[src/hdl/cie_pkg.sv]
// shared constants and types of the instruction execution datapath
package cie_pkg;

   localparam int DW = 8;  // data byte width
   localparam int PW = 16; // program word width
   localparam int PA = 16; // program address width

   // operation codes presented on the execute port
   typedef enum logic [4:0] {
      OP_NOP         = 5'h00,
      OP_SKIP_ZERO   = 5'h01, // skip_when_byte_zero
      OP_SKIP_ZCOPY  = 5'h02, // skip_zero_copy_to_acc
      OP_SKIP_BIT0   = 5'h03, // skip when selected bit clear
      OP_TAB_PAGED   = 5'h04, // table_read_paged
      OP_TAB_FINAL   = 5'h05, // table_read_final_page
      OP_BTAB_PAGED  = 5'h06, // bump_then_table_read_paged
      OP_BTAB_FINAL  = 5'h07, // bump_then_table_read_final
      OP_XOR_ACC     = 5'h08,
      OP_XOR_MEM     = 5'h09, // exclusive_or_into_memory
      OP_XOR_IMM     = 5'h0a,
      OP_ADC         = 5'h0b, // ext_add_carry
      OP_ADCM        = 5'h0c, // ext_add_carry_to_memory
      OP_ADD         = 5'h0d, // ext_add
      OP_ADDM        = 5'h0e, // ext_add_to_memory
      OP_AND         = 5'h0f, // ext_and_to_acc
      OP_ANDM        = 5'h10, // ext_and_to_memory
      OP_CLR         = 5'h11, // ext_clear
      OP_CLR_BIT     = 5'h12, // ext_clear, single bit
      OP_CPL         = 5'h13, // ext_complement
      OP_CPLA        = 5'h14, // ext_complement_to_acc
      OP_DAA_MEM     = 5'h15, // decimal_adjust_to_memory
      OP_DEC         = 5'h16, // ext_decrement
      OP_DECA        = 5'h17, // ext_decrement_to_acc
      OP_INC         = 5'h18, // ext_increment
      OP_INCA        = 5'h19, // ext_increment_to_acc
      OP_MOV_TO_ACC  = 5'h1a, // ext_move, memory to acc
      OP_MOV_TO_MEM  = 5'h1b, // ext_move, acc to memory
      OP_OR          = 5'h1c, // ext_bitwise_or
      OP_ORM         = 5'h1d  // ext_or_to_memory
   } cie_op_t;

   // flag positions in the status byte
   localparam int FL_C  = 0; // carry
   localparam int FL_AC = 1; // half_carry_flag
   localparam int FL_Z  = 2; // zero
   localparam int FL_OV = 3; // twos_complement_wrap_flag
   localparam int FL_SC = 4; // signed_carry_flag
   localparam int FL_W  = 5;

   localparam logic [3:0]    BCD_MAX  = 4'h9;
   localparam logic [3:0]    BCD_ADJ  = 4'h6;
   localparam logic [3:0]    NIB_ZERO = 4'h0;
   localparam logic [DW-1:0] BYTE_ZERO = 8'h00;
   localparam logic [DW-1:0] BYTE_ONE  = 8'h01;

   // register map, byte addresses
   localparam logic [7:0] RA_ACC    = 8'h00;
   localparam logic [7:0] RA_STATUS = 8'h04;
   localparam logic [7:0] RA_TPLO   = 8'h08;
   localparam logic [7:0] RA_TPHI   = 8'h0c;
   localparam logic [7:0] RA_THLAT  = 8'h10;
   localparam logic [7:0] RA_STATE  = 8'h14;

   localparam logic [FL_W-1:0] FLAGS_RST = 5'h00;
   localparam logic [DW-1:0]   ACC_RST   = 8'h00;

   // sequencer states, one-hot
   typedef enum logic [2:0] {
      ST_IDLE  = 3'b001,
      ST_FETCH = 3'b010,
      ST_DUMMY = 3'b100
   } cie_state_t;

endpackage : cie_pkg

[src/hdl/cie_core_exec.sv]
// instruction execution datapath with apb register access
// Function
// - zero-skip writes byte back, skips when zero, no flags
// - copy-skip loads acc, skips when zero, no flags
// - bit-skip skips when selected bit is zero
// - taken skip adds one dummy cycle
// - paged read at high:low pointer, high byte latched
// - final-page read uses low pointer, last page
// - bump low pointer, then paged read
// - bump low pointer, then final-page read
// - full data address reaches any section
// - add with carry, five arithmetic flags
// - add without carry, same five flags
// - clear writes zero byte, no flags
// - bit clear forces selected bit low, no flags
// - complement byte, zero flag only
// - decimal adjust adds six per nibble, to byte
// - decimal adjust changes only carry
// - decrement byte, zero flag only
// - increment byte, zero flag only
// - move byte to acc or acc to byte, no flags
// - or to acc or byte, zero flag only
//
// Our own choices: the APB interface to the registers and the address map.
module cie_core_exec
   import cie_pkg::*;
#(
   parameter int AW = PA,                        // program address width
   parameter int MA = 16                         // data memory address width
)(
   input  wire logic          clk_in,            // core clock, 100 MHz
   input  wire logic          rst_in,            // sync reset, high
   input  wire logic          ce_in,             // clock enable
   // apb slave
   input  wire logic          psel_in,           // select
   input  wire logic          penable_in,        // access phase
   input  wire logic          pwrite_in,         // write
   input  wire logic [7:0]    paddr_in,          // byte address
   input  wire logic [31:0]   pwdata_in,         // write data
   output logic [31:0]        prdata_out,        // read data
   output logic               pready_out,        // transfer done
   output logic               pslverr_out,       // unmapped address
   // execute port
   input  wire logic          exec_valid_in,     // issue, one cycle
   input  wire cie_op_t       exec_op_in,        // operation
   input  wire logic [MA-1:0] exec_addr_in,      // full data address
   input  wire logic [DW-1:0] exec_mem_in,       // byte at that address
   input  wire logic [DW-1:0] exec_imm_in,       // immediate
   input  wire logic [2:0]    exec_bit_in,       // bit select
   output logic               busy_out,          // issue not taken
   output logic               done_out,          // instruction end
   output logic               skip_out,          // next one skipped
   // data memory write
   output logic               mem_we_out,        // write strobe
   output logic [MA-1:0]      mem_addr_out,      // write address
   output logic [DW-1:0]      mem_wdata_out,     // write data
   // program memory read
   output logic               pm_req_out,        // read request
   output logic [AW-1:0]      pm_addr_out,       // word address
   input  wire logic          pm_valid_in,       // word present
   input  wire logic [PW-1:0] pm_data_in,        // program word
   // core state
   output logic [DW-1:0]      acc_out,           // accumulator
   output logic [FL_W-1:0]    flags_out          // status flags
);

   // table operations leave for the program memory fetch
   function automatic logic is_table(input cie_op_t op);
      is_table = (op == OP_TAB_PAGED) || (op == OP_TAB_FINAL) ||
                 (op == OP_BTAB_PAGED) || (op == OP_BTAB_FINAL);
   endfunction : is_table

   function automatic logic is_bump(input cie_op_t op);
      is_bump = (op == OP_BTAB_PAGED) || (op == OP_BTAB_FINAL);
   endfunction : is_bump

   cie_state_t          state_r;
   cie_state_t          state_nxt;
   logic [DW-1:0]       acc_r;
   logic [FL_W-1:0]     flags_r;
   logic [31:0]         prdata_nxt;

   // alu outputs
   logic [DW-1:0]       alu_res;
   logic [FL_W-1:0]     alu_flags;
   logic                alu_wr_acc;
   logic                alu_wr_mem;
   logic                alu_skip;

   // table unit outputs
   logic [DW-1:0]       tp_lo;
   logic [AW-DW-1:0]    tp_hi;
   logic [DW-1:0]       tp_hlat;
   logic [AW-1:0]       tp_addr;

   // issue accepted only while idle; busy_out warns the issuer
   wire logic issue   = ce_in & exec_valid_in & (state_r == ST_IDLE);
   wire logic tab_go  = issue & is_table(exec_op_in);
   wire logic alu_go  = issue & !is_table(exec_op_in);
   wire logic word_in = ce_in & (state_r == ST_FETCH) & pm_valid_in;

   // apb decode: second access cycle completes the transfer
   wire logic apb_acc  = psel_in & penable_in & pready_out;
   wire logic apb_wr   = apb_acc & pwrite_in;
   wire logic hit_acc  = (paddr_in == RA_ACC);
   wire logic hit_stat = (paddr_in == RA_STATUS);
   wire logic hit_tplo = (paddr_in == RA_TPLO);
   wire logic hit_tphi = (paddr_in == RA_TPHI);
   wire logic hit_hlat = (paddr_in == RA_THLAT);
   wire logic hit_st   = (paddr_in == RA_STATE);
   wire logic mapped   = hit_acc | hit_stat | hit_tplo | hit_tphi |
                         hit_hlat | hit_st;
   wire logic sw_acc   = apb_wr & hit_acc;
   wire logic sw_stat  = apb_wr & hit_stat;

   cie_alu u_alu (
      .op_in      (exec_op_in),
      .acc_in     (acc_r),
      .mem_in     (exec_mem_in),
      .imm_in     (exec_imm_in),
      .bit_in     (exec_bit_in),
      .flags_in   (flags_r),
      .res_out    (alu_res),
      .flags_out  (alu_flags),
      .wr_acc_out (alu_wr_acc),
      .wr_mem_out (alu_wr_mem),
      .skip_out   (alu_skip)
   );

   cie_table_ptr #(.AW(AW)) u_tab (
      .clk_in        (clk_in),
      .rst_in        (rst_in),
      .ce_in         (ce_in),
      .sw_lo_we_in   (apb_wr & hit_tplo),
      .sw_hi_we_in   (apb_wr & hit_tphi),
      .sw_data_in    (pwdata_in[DW-1:0]),
      .bump_in       (tab_go & is_bump(exec_op_in)),
      .final_in      ((exec_op_in == OP_TAB_FINAL) ||
                      (exec_op_in == OP_BTAB_FINAL)),
      .latch_in      (word_in),
      .latch_data_in (pm_data_in[PW-1:PW-DW]),
      .lo_out        (tp_lo),
      .hi_out        (tp_hi),
      .hlat_out      (tp_hlat),
      .addr_out      (tp_addr)
   );

   // sequencer next state
   always_comb
   begin
      state_nxt = state_r;
      case (state_r)
         ST_IDLE:
            if (tab_go)
               state_nxt = ST_FETCH;
            else if (alu_go & alu_skip)
               state_nxt = ST_DUMMY;
         ST_FETCH:
            if (pm_valid_in)
               state_nxt = ST_IDLE;
         ST_DUMMY:
            state_nxt = ST_IDLE;
         default:
            state_nxt = ST_IDLE;
      endcase
   end

   // register read mux
   always_comb
   begin
      prdata_nxt = '0;
      case (1'b1)
         hit_acc:  prdata_nxt[DW-1:0] = acc_r;
         hit_stat: prdata_nxt[FL_W-1:0] = flags_r;
         hit_tplo: prdata_nxt[DW-1:0] = tp_lo;
         hit_tphi: prdata_nxt[AW-DW-1:0] = tp_hi;
         hit_hlat: prdata_nxt[DW-1:0] = tp_hlat;
         hit_st:   prdata_nxt[2:0] = state_r;
         default:  prdata_nxt = '0;
      endcase
   end

   always_ff @(posedge clk_in)
   begin
      if (rst_in)
         state_r <= ST_IDLE;
      else if (ce_in)
         state_r <= state_nxt;
   end

   // accumulator and flags; an executing instruction beats software
   always_ff @(posedge clk_in)
   begin
      if (rst_in)
      begin
         acc_r   <= ACC_RST;
         flags_r <= FLAGS_RST;
      end
      else if (ce_in)
      begin
         if (alu_go & alu_wr_acc)
            acc_r <= alu_res;
         else if (sw_acc)
            acc_r <= pwdata_in[DW-1:0];
         if (alu_go)
            flags_r <= alu_flags;
         else if (sw_stat)
            flags_r <= pwdata_in[FL_W-1:0];
      end
   end

   // data memory write; full address passes through so any section
   // is reached by the extended forms
   always_ff @(posedge clk_in)
   begin
      if (rst_in)
      begin
         mem_we_out    <= 1'b0;
         mem_addr_out  <= '0;
         mem_wdata_out <= '0;
      end
      else if (ce_in)
      begin
         mem_we_out <= (alu_go & alu_wr_mem) | word_in;
         if (issue)
            mem_addr_out <= exec_addr_in;
         if (alu_go)
            mem_wdata_out <= alu_res;
         else if (word_in)
            mem_wdata_out <= pm_data_in[DW-1:0];
      end
   end

   // program memory request held until the word arrives
   always_ff @(posedge clk_in)
   begin
      if (rst_in)
      begin
         pm_req_out  <= 1'b0;
         pm_addr_out <= '0;
      end
      else if (ce_in)
      begin
         if (tab_go)
         begin
            pm_req_out  <= 1'b1;
            pm_addr_out <= tp_addr;
         end
         else if (word_in)
            pm_req_out <= 1'b0;
      end
   end

   // completion strobes
   always_ff @(posedge clk_in)
   begin
      if (rst_in)
      begin
         done_out <= 1'b0;
         skip_out <= 1'b0;
         busy_out <= 1'b0;
      end
      else if (ce_in)
      begin
         done_out <= (alu_go & !alu_skip) | word_in |
                     (state_r == ST_DUMMY);
         skip_out <= (state_r == ST_DUMMY);
         busy_out <= (state_nxt != ST_IDLE);
      end
   end

   // apb answer: one wait state, error on unmapped address
   always_ff @(posedge clk_in)
   begin
      if (rst_in)
      begin
         pready_out  <= 1'b0;
         pslverr_out <= 1'b0;
         prdata_out  <= '0;
      end
      else if (ce_in)
      begin
         pready_out  <= psel_in & penable_in & !pready_out;
         pslverr_out <= psel_in & penable_in & !pready_out & !mapped;
         prdata_out  <= prdata_nxt;
      end
   end

   assign acc_out   = acc_r;
   assign flags_out = flags_r;

endmodule : cie_core_exec

[src/hdl/cie_alu.sv]
// combinational arithmetic and logic unit of the datapath
module cie_alu
   import cie_pkg::*;
(
   input  wire cie_op_t         op_in, // operation
   input  wire logic [DW-1:0]   acc_in, // accumulator
   input  wire logic [DW-1:0]   mem_in, // addressed data byte
   input  wire logic [DW-1:0]   imm_in, // immediate
   input  wire logic [2:0]      bit_in, // bit select
   input  wire logic [FL_W-1:0] flags_in, // current flags
   output logic [DW-1:0]        res_out, // result byte
   output logic [FL_W-1:0]      flags_out, // next flags
   output logic                 wr_acc_out, // result to acc
   output logic                 wr_mem_out, // result to memory
   output logic                 skip_out // skip next instruction
);

   // carry input only for the add-with-carry pair
   wire logic          use_c  = (op_in == OP_ADC) || (op_in == OP_ADCM);
   wire logic          cin    = use_c & flags_in[FL_C];
   wire logic [4:0]    sum_lo = {1'b0, acc_in[3:0]} + {1'b0, mem_in[3:0]}
                                + {4'h0, cin};
   wire logic [7:0]    sum_l7 = {1'b0, acc_in[6:0]} + {1'b0, mem_in[6:0]}
                                + {7'h0, cin};
   wire logic [DW:0]   sum    = {1'b0, acc_in} + {1'b0, mem_in}
                                + {8'h00, cin};
   wire logic          ovf    = sum_l7[7] ^ sum[DW];

   // decimal adjust terms come from the accumulator and old flags
   wire logic          lo_adj = (acc_in[3:0] > BCD_MAX) | flags_in[FL_AC];
   wire logic          hi_adj = (acc_in[7:4] > BCD_MAX) | flags_in[FL_C];
   wire logic [DW:0]   daa    = {1'b0, acc_in}
                                + {1'b0, hi_adj ? BCD_ADJ : NIB_ZERO,
                                   lo_adj ? BCD_ADJ : NIB_ZERO};

   // one-hot mask of the selected bit
   logic [DW-1:0] sel_mask;
   genvar gi;
   generate
      for (gi = 0; gi < DW; gi++)
      begin : g_mask
         assign sel_mask[gi] = (bit_in == 3'(gi));
      end
   endgenerate
   wire logic bit_clear = ~|(mem_in & sel_mask);

   logic upd_z;

   // operation select; zero flag follows the stored byte
   always_comb
   begin
      res_out    = mem_in;
      flags_out  = flags_in;
      wr_acc_out = 1'b0;
      wr_mem_out = 1'b0;
      skip_out   = 1'b0;
      upd_z      = 1'b0;
      case (op_in)
         OP_SKIP_ZERO:
         begin
            wr_mem_out = 1'b1;
            skip_out   = (mem_in == BYTE_ZERO);
         end
         OP_SKIP_ZCOPY:
         begin
            wr_acc_out = 1'b1;
            skip_out   = (mem_in == BYTE_ZERO);
         end
         OP_SKIP_BIT0:  skip_out = bit_clear;
         OP_XOR_ACC, OP_XOR_MEM:
         begin
            res_out    = acc_in ^ mem_in;
            wr_acc_out = (op_in == OP_XOR_ACC);
            wr_mem_out = (op_in == OP_XOR_MEM);
            upd_z      = 1'b1;
         end
         OP_XOR_IMM:
         begin
            res_out    = acc_in ^ imm_in;
            wr_acc_out = 1'b1;
            upd_z      = 1'b1;
         end
         OP_ADC, OP_ADCM, OP_ADD, OP_ADDM:
         begin
            res_out          = sum[DW-1:0];
            wr_acc_out       = (op_in == OP_ADC) || (op_in == OP_ADD);
            wr_mem_out       = !wr_acc_out;
            flags_out[FL_C]  = sum[DW];
            flags_out[FL_AC] = sum_lo[4];
            flags_out[FL_OV] = ovf;
            flags_out[FL_SC] = ovf ^ sum[DW-1];
            upd_z            = 1'b1;
         end
         OP_AND, OP_ANDM:
         begin
            res_out    = acc_in & mem_in;
            wr_acc_out = (op_in == OP_AND);
            wr_mem_out = (op_in == OP_ANDM);
            upd_z      = 1'b1;
         end
         OP_OR, OP_ORM:
         begin
            res_out    = acc_in | mem_in;
            wr_acc_out = (op_in == OP_OR);
            wr_mem_out = (op_in == OP_ORM);
            upd_z      = 1'b1;
         end
         OP_CLR:
         begin
            res_out    = BYTE_ZERO;
            wr_mem_out = 1'b1;
         end
         OP_CLR_BIT:
         begin
            res_out    = mem_in & ~sel_mask;
            wr_mem_out = 1'b1;
         end
         OP_CPL, OP_CPLA:
         begin
            res_out    = ~mem_in;
            wr_acc_out = (op_in == OP_CPLA);
            wr_mem_out = (op_in == OP_CPL);
            upd_z      = 1'b1;
         end
         OP_DAA_MEM:
         begin
            res_out         = daa[DW-1:0];
            wr_mem_out      = 1'b1;
            // carry only, set when the decimal sum passed 99
            flags_out[FL_C] = flags_in[FL_C] | hi_adj | daa[DW];
         end
         OP_DEC, OP_DECA:
         begin
            res_out    = mem_in - BYTE_ONE;
            wr_acc_out = (op_in == OP_DECA);
            wr_mem_out = (op_in == OP_DEC);
            upd_z      = 1'b1;
         end
         OP_INC, OP_INCA:
         begin
            res_out    = mem_in + BYTE_ONE;
            wr_acc_out = (op_in == OP_INCA);
            wr_mem_out = (op_in == OP_INC);
            upd_z      = 1'b1;
         end
         OP_MOV_TO_ACC:  wr_acc_out = 1'b1;
         OP_MOV_TO_MEM:
         begin
            res_out    = acc_in;
            wr_mem_out = 1'b1;
         end
         default: ;
      endcase
      if (upd_z)
         flags_out[FL_Z] = (res_out == BYTE_ZERO);
   end

endmodule : cie_alu

[src/hdl/cie_table_ptr.sv]
// table pointer pair, high latch and program address forming
module cie_table_ptr
   import cie_pkg::*;
#(
   parameter int AW = PA // program address width
)(
   input  wire logic          clk_in, // core clock
   input  wire logic          rst_in, // sync reset, high
   input  wire logic          ce_in, // clock enable
   input  wire logic          sw_lo_we_in, // software writes low
   input  wire logic          sw_hi_we_in, // software writes high
   input  wire logic [DW-1:0] sw_data_in, // software data
   input  wire logic          bump_in, // increment low byte
   input  wire logic          final_in, // last page select
   input  wire logic          latch_in, // load high latch
   input  wire logic [DW-1:0] latch_data_in, // word high byte
   output logic [DW-1:0]      lo_out, // table_pointer_low
   output logic [AW-DW-1:0]   hi_out, // table_pointer_high
   output logic [DW-1:0]      hlat_out, // table_high_latch
   output logic [AW-1:0]      addr_out // word address to read
);

   // the increment is seen by the same read that requests it
   wire logic [DW-1:0] lo_nxt = bump_in ? lo_out + BYTE_ONE : lo_out;
   wire logic [AW-DW-1:0] page_sel =
      final_in ? {(AW-DW){1'b1}} : hi_out;

   assign addr_out = {page_sel, lo_nxt};

   // hardware update beats a software write in the same cycle
   always_ff @(posedge clk_in)
   begin
      if (rst_in)
      begin
         lo_out   <= '0;
         hi_out   <= '0;
         hlat_out <= '0;
      end
      else if (ce_in)
      begin
         if (bump_in)
            lo_out <= lo_nxt;
         else if (sw_lo_we_in)
            lo_out <= sw_data_in;
         if (sw_hi_we_in)
            hi_out <= (AW-DW)'(sw_data_in);
         if (latch_in)
            hlat_out <= latch_data_in;
      end
   end

endmodule : cie_table_ptr

[config.mk]
export PLATFORM = sky130hd
export DESIGN_NAME = cie_core_exec
export DESIGN_NICKNAME = d
export VERILOG_FILES = /design/src/hdl/cie_pkg.sv /design/src/hdl/cie_core_exec.sv /design/src/hdl/cie_alu.sv /design/src/hdl/cie_table_ptr.sv
export SDC_FILE = /design/constraint.sdc
export NUM_CORES = 1
export LEC_CHECK = 0
export BUFFER_PORTS_ARGS = -buffer_cell sky130_fd_sc_hd__buf_2
export CORE_AREA = 2 2 140 142
export CTS_BUF_LIST = sky130_fd_sc_hd__clkbuf_4 sky130_fd_sc_hd__clkbuf_8 sky130_fd_sc_hd__clkbuf_16
export DETAILED_ROUTE_END_ITERATION = 10
export DIE_AREA = 0 0 142 144
export SKIP_LAST_GASP = 1
export SYNTH_ARGS = -nofsm -noshare
export SYNTH_HDL_FRONTEND = slang
export SYNTH_HIERARCHICAL = 1
export SYNTH_SLANG_ARGS = --single-unit
[constraint.sdc]
create_clock -name clk_in -period 5.8 [get_ports clk_in]
set_clock_uncertainty 0.15 [all_clocks]
set_input_delay 0.58 -clock clk_in [delete_from_list [all_inputs] [get_ports clk_in]]
set_output_delay 0.58 -clock clk_in [all_outputs]
set_load 0.005 [all_outputs]
Yosys cells after proc, flatten, opt, wreduce, memory -nomap -nowiden. Index checks and enable logic that the tools add are counted.

Register bits: 95. Bits of input ports: 104. Output and inout port bits: 92. Logic and storage cells: 210.

Add/subtract/negate cells: 10. Magnitude comparators: 2. Equality and inequality tests: 48. Mux-type cells: 43. Bitwise gates (word level): 43. Reduce and logical (&&, ||, !) cells: 45.

Operators with widths (count): 8-bit one-hot mux with 12 select lines (1); 5-bit == test (second input constant) (14); 8-bit two-way mux (8); 3-bit two-way mux (16); 5-bit by 4-bit == test with 1-bit output (second input constant) (8); 8-bit bitwise AND (3); 8-bit logical NOT (3); 1-bit bitwise AND (21); 5-bit by 3-bit == test with 1-bit output (second input constant) (4); 8-bit by 8-bit adder with 9-bit output (2); 17-bit OR reduction (1); 8-bit by 1-bit adder with 8-bit output (second input constant) (2); 8-bit by 4-bit == test with 1-bit output (second input constant) (2); 8-bit by 5-bit == test with 1-bit output (second input constant) (2); 8-bit inverter (2); 1-bit one-hot mux with 8 select lines (2); 2-bit AND reduction (8); 8-bit bitwise XOR (2); 3-bit == test (second input constant) (5); 2-bit OR reduction (7); 2-bit two-way mux (6); 1-bit OR (12); 5-bit by 2-bit == test with 1-bit output (second input constant) (2); 5-bit two-way mux (2); 27 further kinds (56).

Depth between registers and ports, before layout.
Depth after elaboration: 11. Mapped depth: 15. Mapped depth without buffers: 14.

Hierarchy. The synthesis kept the hierarchy.

Modules (own cells, without submodules): cie_core_exec (times used 1, cells an instance 422, area each 3487.1 µm², seq. area each 1421.4 µm²); cie_alu (times used 1, cells an instance 371, area each 2613.8 µm², seq. area each 0.0 µm²); cie_table_ptr (times used 1, cells an instance 163, area each 1347.5 µm², seq. area each 480.5 µm²).

Least setup slack after synthesis. OpenSTA, ideal clock, no wires.

Path type: input to register. Start point: in exec_op_in[0]. End point: reg flags_r[2] (netlist: flags_out[2]). Library setup time: 0.086 ns. Data arrival time: 3.718 ns. Data required time: 5.564 ns. Path slack: 1.846 ns. Cell stages on the path: 14. Buffers on the path: 1. Path through: buf_4 or3b_2 nand2_1 nand3_1 fa_1 fa_1 xnor2_1 a221o_1 o41ai_2 o221a_2 nand4_1 o41ai_2 nor2_1 a211oi_1.

Word-level cells in the longest chain between the ends: 8. Elaborated cells on any way between the ends: 49. Those cells by class: add/sub (1); eq/ne (26); mux (4); bitwise (2); reduce/logical (16).

RTL lines: start, declared (RTL line cie_core_exec.sv:45) `input wire cie_op_t exec_op_in,`; 5-bit by 4-bit == test with 1-bit output (RTL line cie_alu.sv:19, cie_alu.sv:58); 1-bit logical OR (RTL line cie_alu.sv:19) `wire logic use_c = (op_in == OP_ADC) || (op_in == OP_ADCM);`; 1-bit bitwise AND (RTL line cie_alu.sv:20) `wire logic cin = use_c & flags_in[FL_C];`; 9-bit by 1-bit adder with 9-bit output (RTL line cie_alu.sv:26) `+ {8'h00, cin};`; 8-bit one-hot mux with 12 select lines (*) (RTL line cie_alu.sv:58) `case (op_in)`; 8-bit logical NOT (*) (RTL line cie_alu.sv:155) `flags_out[FL_Z] = (res_out == BYTE_ZERO);`; 1-bit two-way mux (*) (RTL line cie_alu.sv:154) `if (upd_z)`; via alu_flags[2] (RTL line cie_core_exec.sv:85) `logic [FL_W-1:0] alu_flags;`; 5-bit two-way mux (*) (RTL line cie_core_exec.sv:205) `if (alu_go)`; end signal, assigned (RTL line cie_core_exec.sv:206) `flags_r <= alu_flags;`; end signal, assigned (RTL line cie_core_exec.sv:208) `flags_r <= pwdata_in[FL_W-1:0];`; end, declared (RTL line cie_core_exec.sv:80) `logic [FL_W-1:0] flags_r;`.

Mark *: on every way through the listed nets, which the timed path passes. The rest lies on a longest branch. The select of a mux whose other input is x is not followed. A chain may end at the register's enable or synchronous reset.

Worst setup path after layout.
Start point: in exec_op_in[3]. End point: reg flags_r[2] (netlist: flags_out[2]).

Same word-level chain as after synthesis.

==> flow_metrics.env <==
export IMPL_post_route_period_util_pct=75.1
export IMPL_setup_tns_ns=0
export IMPL_syn_instance_count=956
export IMPL_synth_avg_cell_area_um2=7.79
export IMPL_met3_usage_pct=3.18
export IMPL_synth_area_top_cells="dfxtp_1 26%, a21oi_1 6.2%, nand2_1 6.0%"
export IMPL_wl_um=24600
export IMPL_numCtsBuffers=9
export IMPL_rsz0062_at_grt="no"
export IMPL_start_util_pct=39.0
export IMPL_place_area_mm2=0.00803
export IMPL_finalSetupViolCount=0
export IMPL_busiest_layer="met2"
export IMPL_cts_setup_buffers=0
export IMPL_clkSinkCount=95
export IMPL_dp_hpwl_um=18100
export IMPL_setup_slack_ns=1.45
export IMPL_crit_path_start_kind="input pin"
export IMPL_synth_warnings=6
export IMPL_synth_top_area_share_pct=25.5
export IMPL_arrival_ns=4.46
export IMPL_drt_iter0_drc=689
export IMPL_ys_flop_type="dfxtp_1"
export IMPL_worstSkewPairLatency_ns=0.35
export IMPL_powerDensity_mw_per_mm2=195
export IMPL_gp_congestion=0.920
export IMPL_dr_total_vias=7427
export IMPL_die_w_um=142
export IMPL_ys_ff_latch=95
export IMPL_wl_per_cell_um=19.0
export IMPL_route_detailed_drc=0
export IMPL_area_growth_pct=11.8
export IMPL_grt_max_degree=97
export IMPL_nNetsFinal=1177
export IMPL_drive_gt1_share_pct=23.1
export IMPL_htree_levels=3
export IMPL_slew_headroom_pct=28.5
export IMPL_critPathBufInv=1
export IMPL_yosysMostFrequentCell="nand2_1"
export IMPL_first_global_vias=6606
export IMPL_worstPathRequired_ns=5.91
export IMPL_fill_cells=2023
export IMPL_worst_pin_slew_ns=1.07
export IMPL_port_buffers=147
export IMPL_totalPowerFinal_mw=1.62
export IMPL_period_needed_ns=4.35
export IMPL_p_leak_nw=3.46
export IMPL_root_buffer="clkbuf_16"
export IMPL_design_area_mm2=0.00833
export IMPL_grt_usage_pct=23.2
export IMPL_num_rows=51
export IMPL_vias_per_cell=5.75
export IMPL_post_cts_resized=0
export IMPL_cpPeakStageDelay_ns=0.62
export IMPL_grt_pass1_wl_um=37200
export IMPL_crit_path_cell_trace="buf_2 > nor2b_2 > nand3_1 > fa_1 > fa_1 > nand2b_1 > o2bb2ai_1 > o21ai_0 > xor2_1 > a211oi_1 > o32ai_1 > o41ai_2 > nor2_1 > a211oi_1"
export IMPL_clock_fmax_ghz=0.230
export IMPL_ctsLongestPathBuffers=2
export IMPL_yosysUniqueCellTypes=103
export IMPL_coreArea_mm2=0.0191
export IMPL_worstSetupEndpointType="register"
export IMPL_drtPass1Iterations=5
export IMPL_critPathKind="input pin to register"
export IMPL_die_area_mm2=0.0204
export IMPL_cpMaxStageDelayCell="nor2b_2"
export IMPL_use_met2_pct=39.9
export IMPL_crit_family="compound AO/OA/AOI/OAI gates"
export IMPL_netlist_area_mm2=0.00745
export IMPL_synth_common_cells="119 x nand2_1, 95 x dfxtp_1, 93 x a21oi_1"
export IMPL_synth_seq_area_share_pct=25.5
export IMPL_holdCritPathClass="register to register"
export IMPL_peakVddDrop_mv=0.149
export IMPL_ant_nets=0
export IMPL_cts_hold_buf=0
export IMPL_yosysTopAreaCell="dfxtp_1"
export IMPL_crit_path_max_fanout=27
export IMPL_grt_use_met1_pct=30.0
export IMPL_hold_viol_final=0
export IMPL_cts_tree="yes"
export IMPL_maxCapViolations=0
export IMPL_async_flop_share_pct=0
export IMPL_synth_edff_count=0
export IMPL_status="finished, final reports clean"
export IMPL_io_pins=196
export IMPL_clk_pin_slew_ns=0.07
export IMPL_antenna_found_initial=0
export IMPL_overflow=0
export IMPL_die_h_um=144
export IMPL_place_ws_ns=1.15
export IMPL_drv_slew=0
==> state kept, by name, indices dropped and copies added, names as in the netlist, 3 cells and up <==
name,count
mem_addr_out,16
pm_addr_out,16
acc_out,8
mem_wdata_out,8
prdata_out,8
u_tab/hi_out,8
u_tab/hlat_out,8
u_tab/lo_out,8
flags_out,5
state_r,3
==> layer usage <==
metal	vias up	routed length [um]
li1	3635	-
met1	3483	10600
met2	271	12000
met3	38	1370
met4	0	573
met5	-	0
==> kinds of logic (layout without fill, tap and decap cells) <==
kind of cell | after synthesis | count (layout) | share of synthesized area (%)
and+or+nand+nor | 385 | 385 | 27.8
AOI/OAI and AO/OA | 271 | 271 | 26.4
buffers and inverters | 133 | 207 | 9.84
DFF | 95 | 95 | 25.5
muxes | 28 | 28 | 3.83
adders and majority gates | 24 | 24 | 4.33
xor gates and xnor gates | 19 | 19 | 2.23
other | 1 | 25 | 0.0503
==> cells in the final DEF, fill, tap and decap left out, drive strengths merged, types with 6 or more instances in the layout <==
cell type,synthesis,routed
buf,61,153
nand2,121,121
dfxtp,95,95
a21oi,95,95
nor2,63,63
nand3,54,54
inv,37,39
o21ai,27,27
nor3,24,24
mux2i,24,24
conb,1,24
a211oi,21,21
ha,21,21
nand4,17,17
nor2b,15,15
or2,13,13
xnor2,11,11
nand2b,10,10
o2111ai,10,10
o211ai,9,9
a21o,9,9
clkbuf,33,9
and3,9,9
o221a,9,9
o21a,9,9
nand3b,9,9
o22ai,8,8
a32oi,8,8
xor2,8,8
nor4,8,8
a31oi,7,7
and2,6,6
a311oi,6,6
or3b,6,6
==> per-stage QoR <==
| stage | instances | hold slack, ns | utilization, % |
|---|---|---|---|
| detailed placement | 1276 | 0.294 | 42.1 |
| CTS | 1291 | 0.304 | 43.6 |
| global route | 1291 | 0.314 | 43.6 |
| global placement | 1276 | 0.289 | 42.1 |
| floorplan | 979 | 0.286 | - |
| finish | 1292 | 0.302 | 43.6 |
==> area by class of cell <==
class	instances	area [um2]	share of cell area, %
Multi-Input combinational cell	751	4900	58.9
Sequential cell	95	1900	22.8
Timing Repair Buffer	153	781	9.38
Tap cell	238	298	3.58
Clock buffer	9	225	2.70
Inverter	39	146	1.76
Clock inverter	6	67.6	0.811
Antenna cell	1	2.50	0.0301
==> power by group <==
part	internal (mW)	total [mW]	switching, mW
sequential	0.670	0.695	0.0250
combinational	0.120	0.325	0.204
clock	0.334	0.601	0.267
total	1.12	1.62	0.496
==> worst register-to-register path: cells and delay by family (launching register included) <==
family / cells / cell delay, ns
AOI/OAI and AO/OA: 5 / 1.16
xor gates and xnor gates: 1 / 0.23
adders and majority gates: 2 / 0.67
DFF: 1 / 0.55
and+or+nand+nor: 5 / 1.18
==> worst paths after layout <==
| path | from | end | slack, ns | depth (start not counted) |
|---|---|---|---|---|
| worst min register to register | pm_addr_out[8]$_SDFFE_PP0P_ | pm_addr_out[8]$_SDFFE_PP0P_ | 0.30 | 2 |
| worst max register to register | acc_out[1]$_SDFFE_PP0P_ | flags_out[2]$_SDFFE_PP0P_ | 1.77 | 13 |
| worst max-delay path | exec_op_in[3] | flags_out[2]$_SDFFE_PP0P_ | 1.45 | 14 |
| worst min-delay path | pm_addr_out[8]$_SDFFE_PP0P_ | pm_addr_out[8]$_SDFFE_PP0P_ | 0.30 | 2 |
No activity file was read; power rests on OpenSTA's default activity.
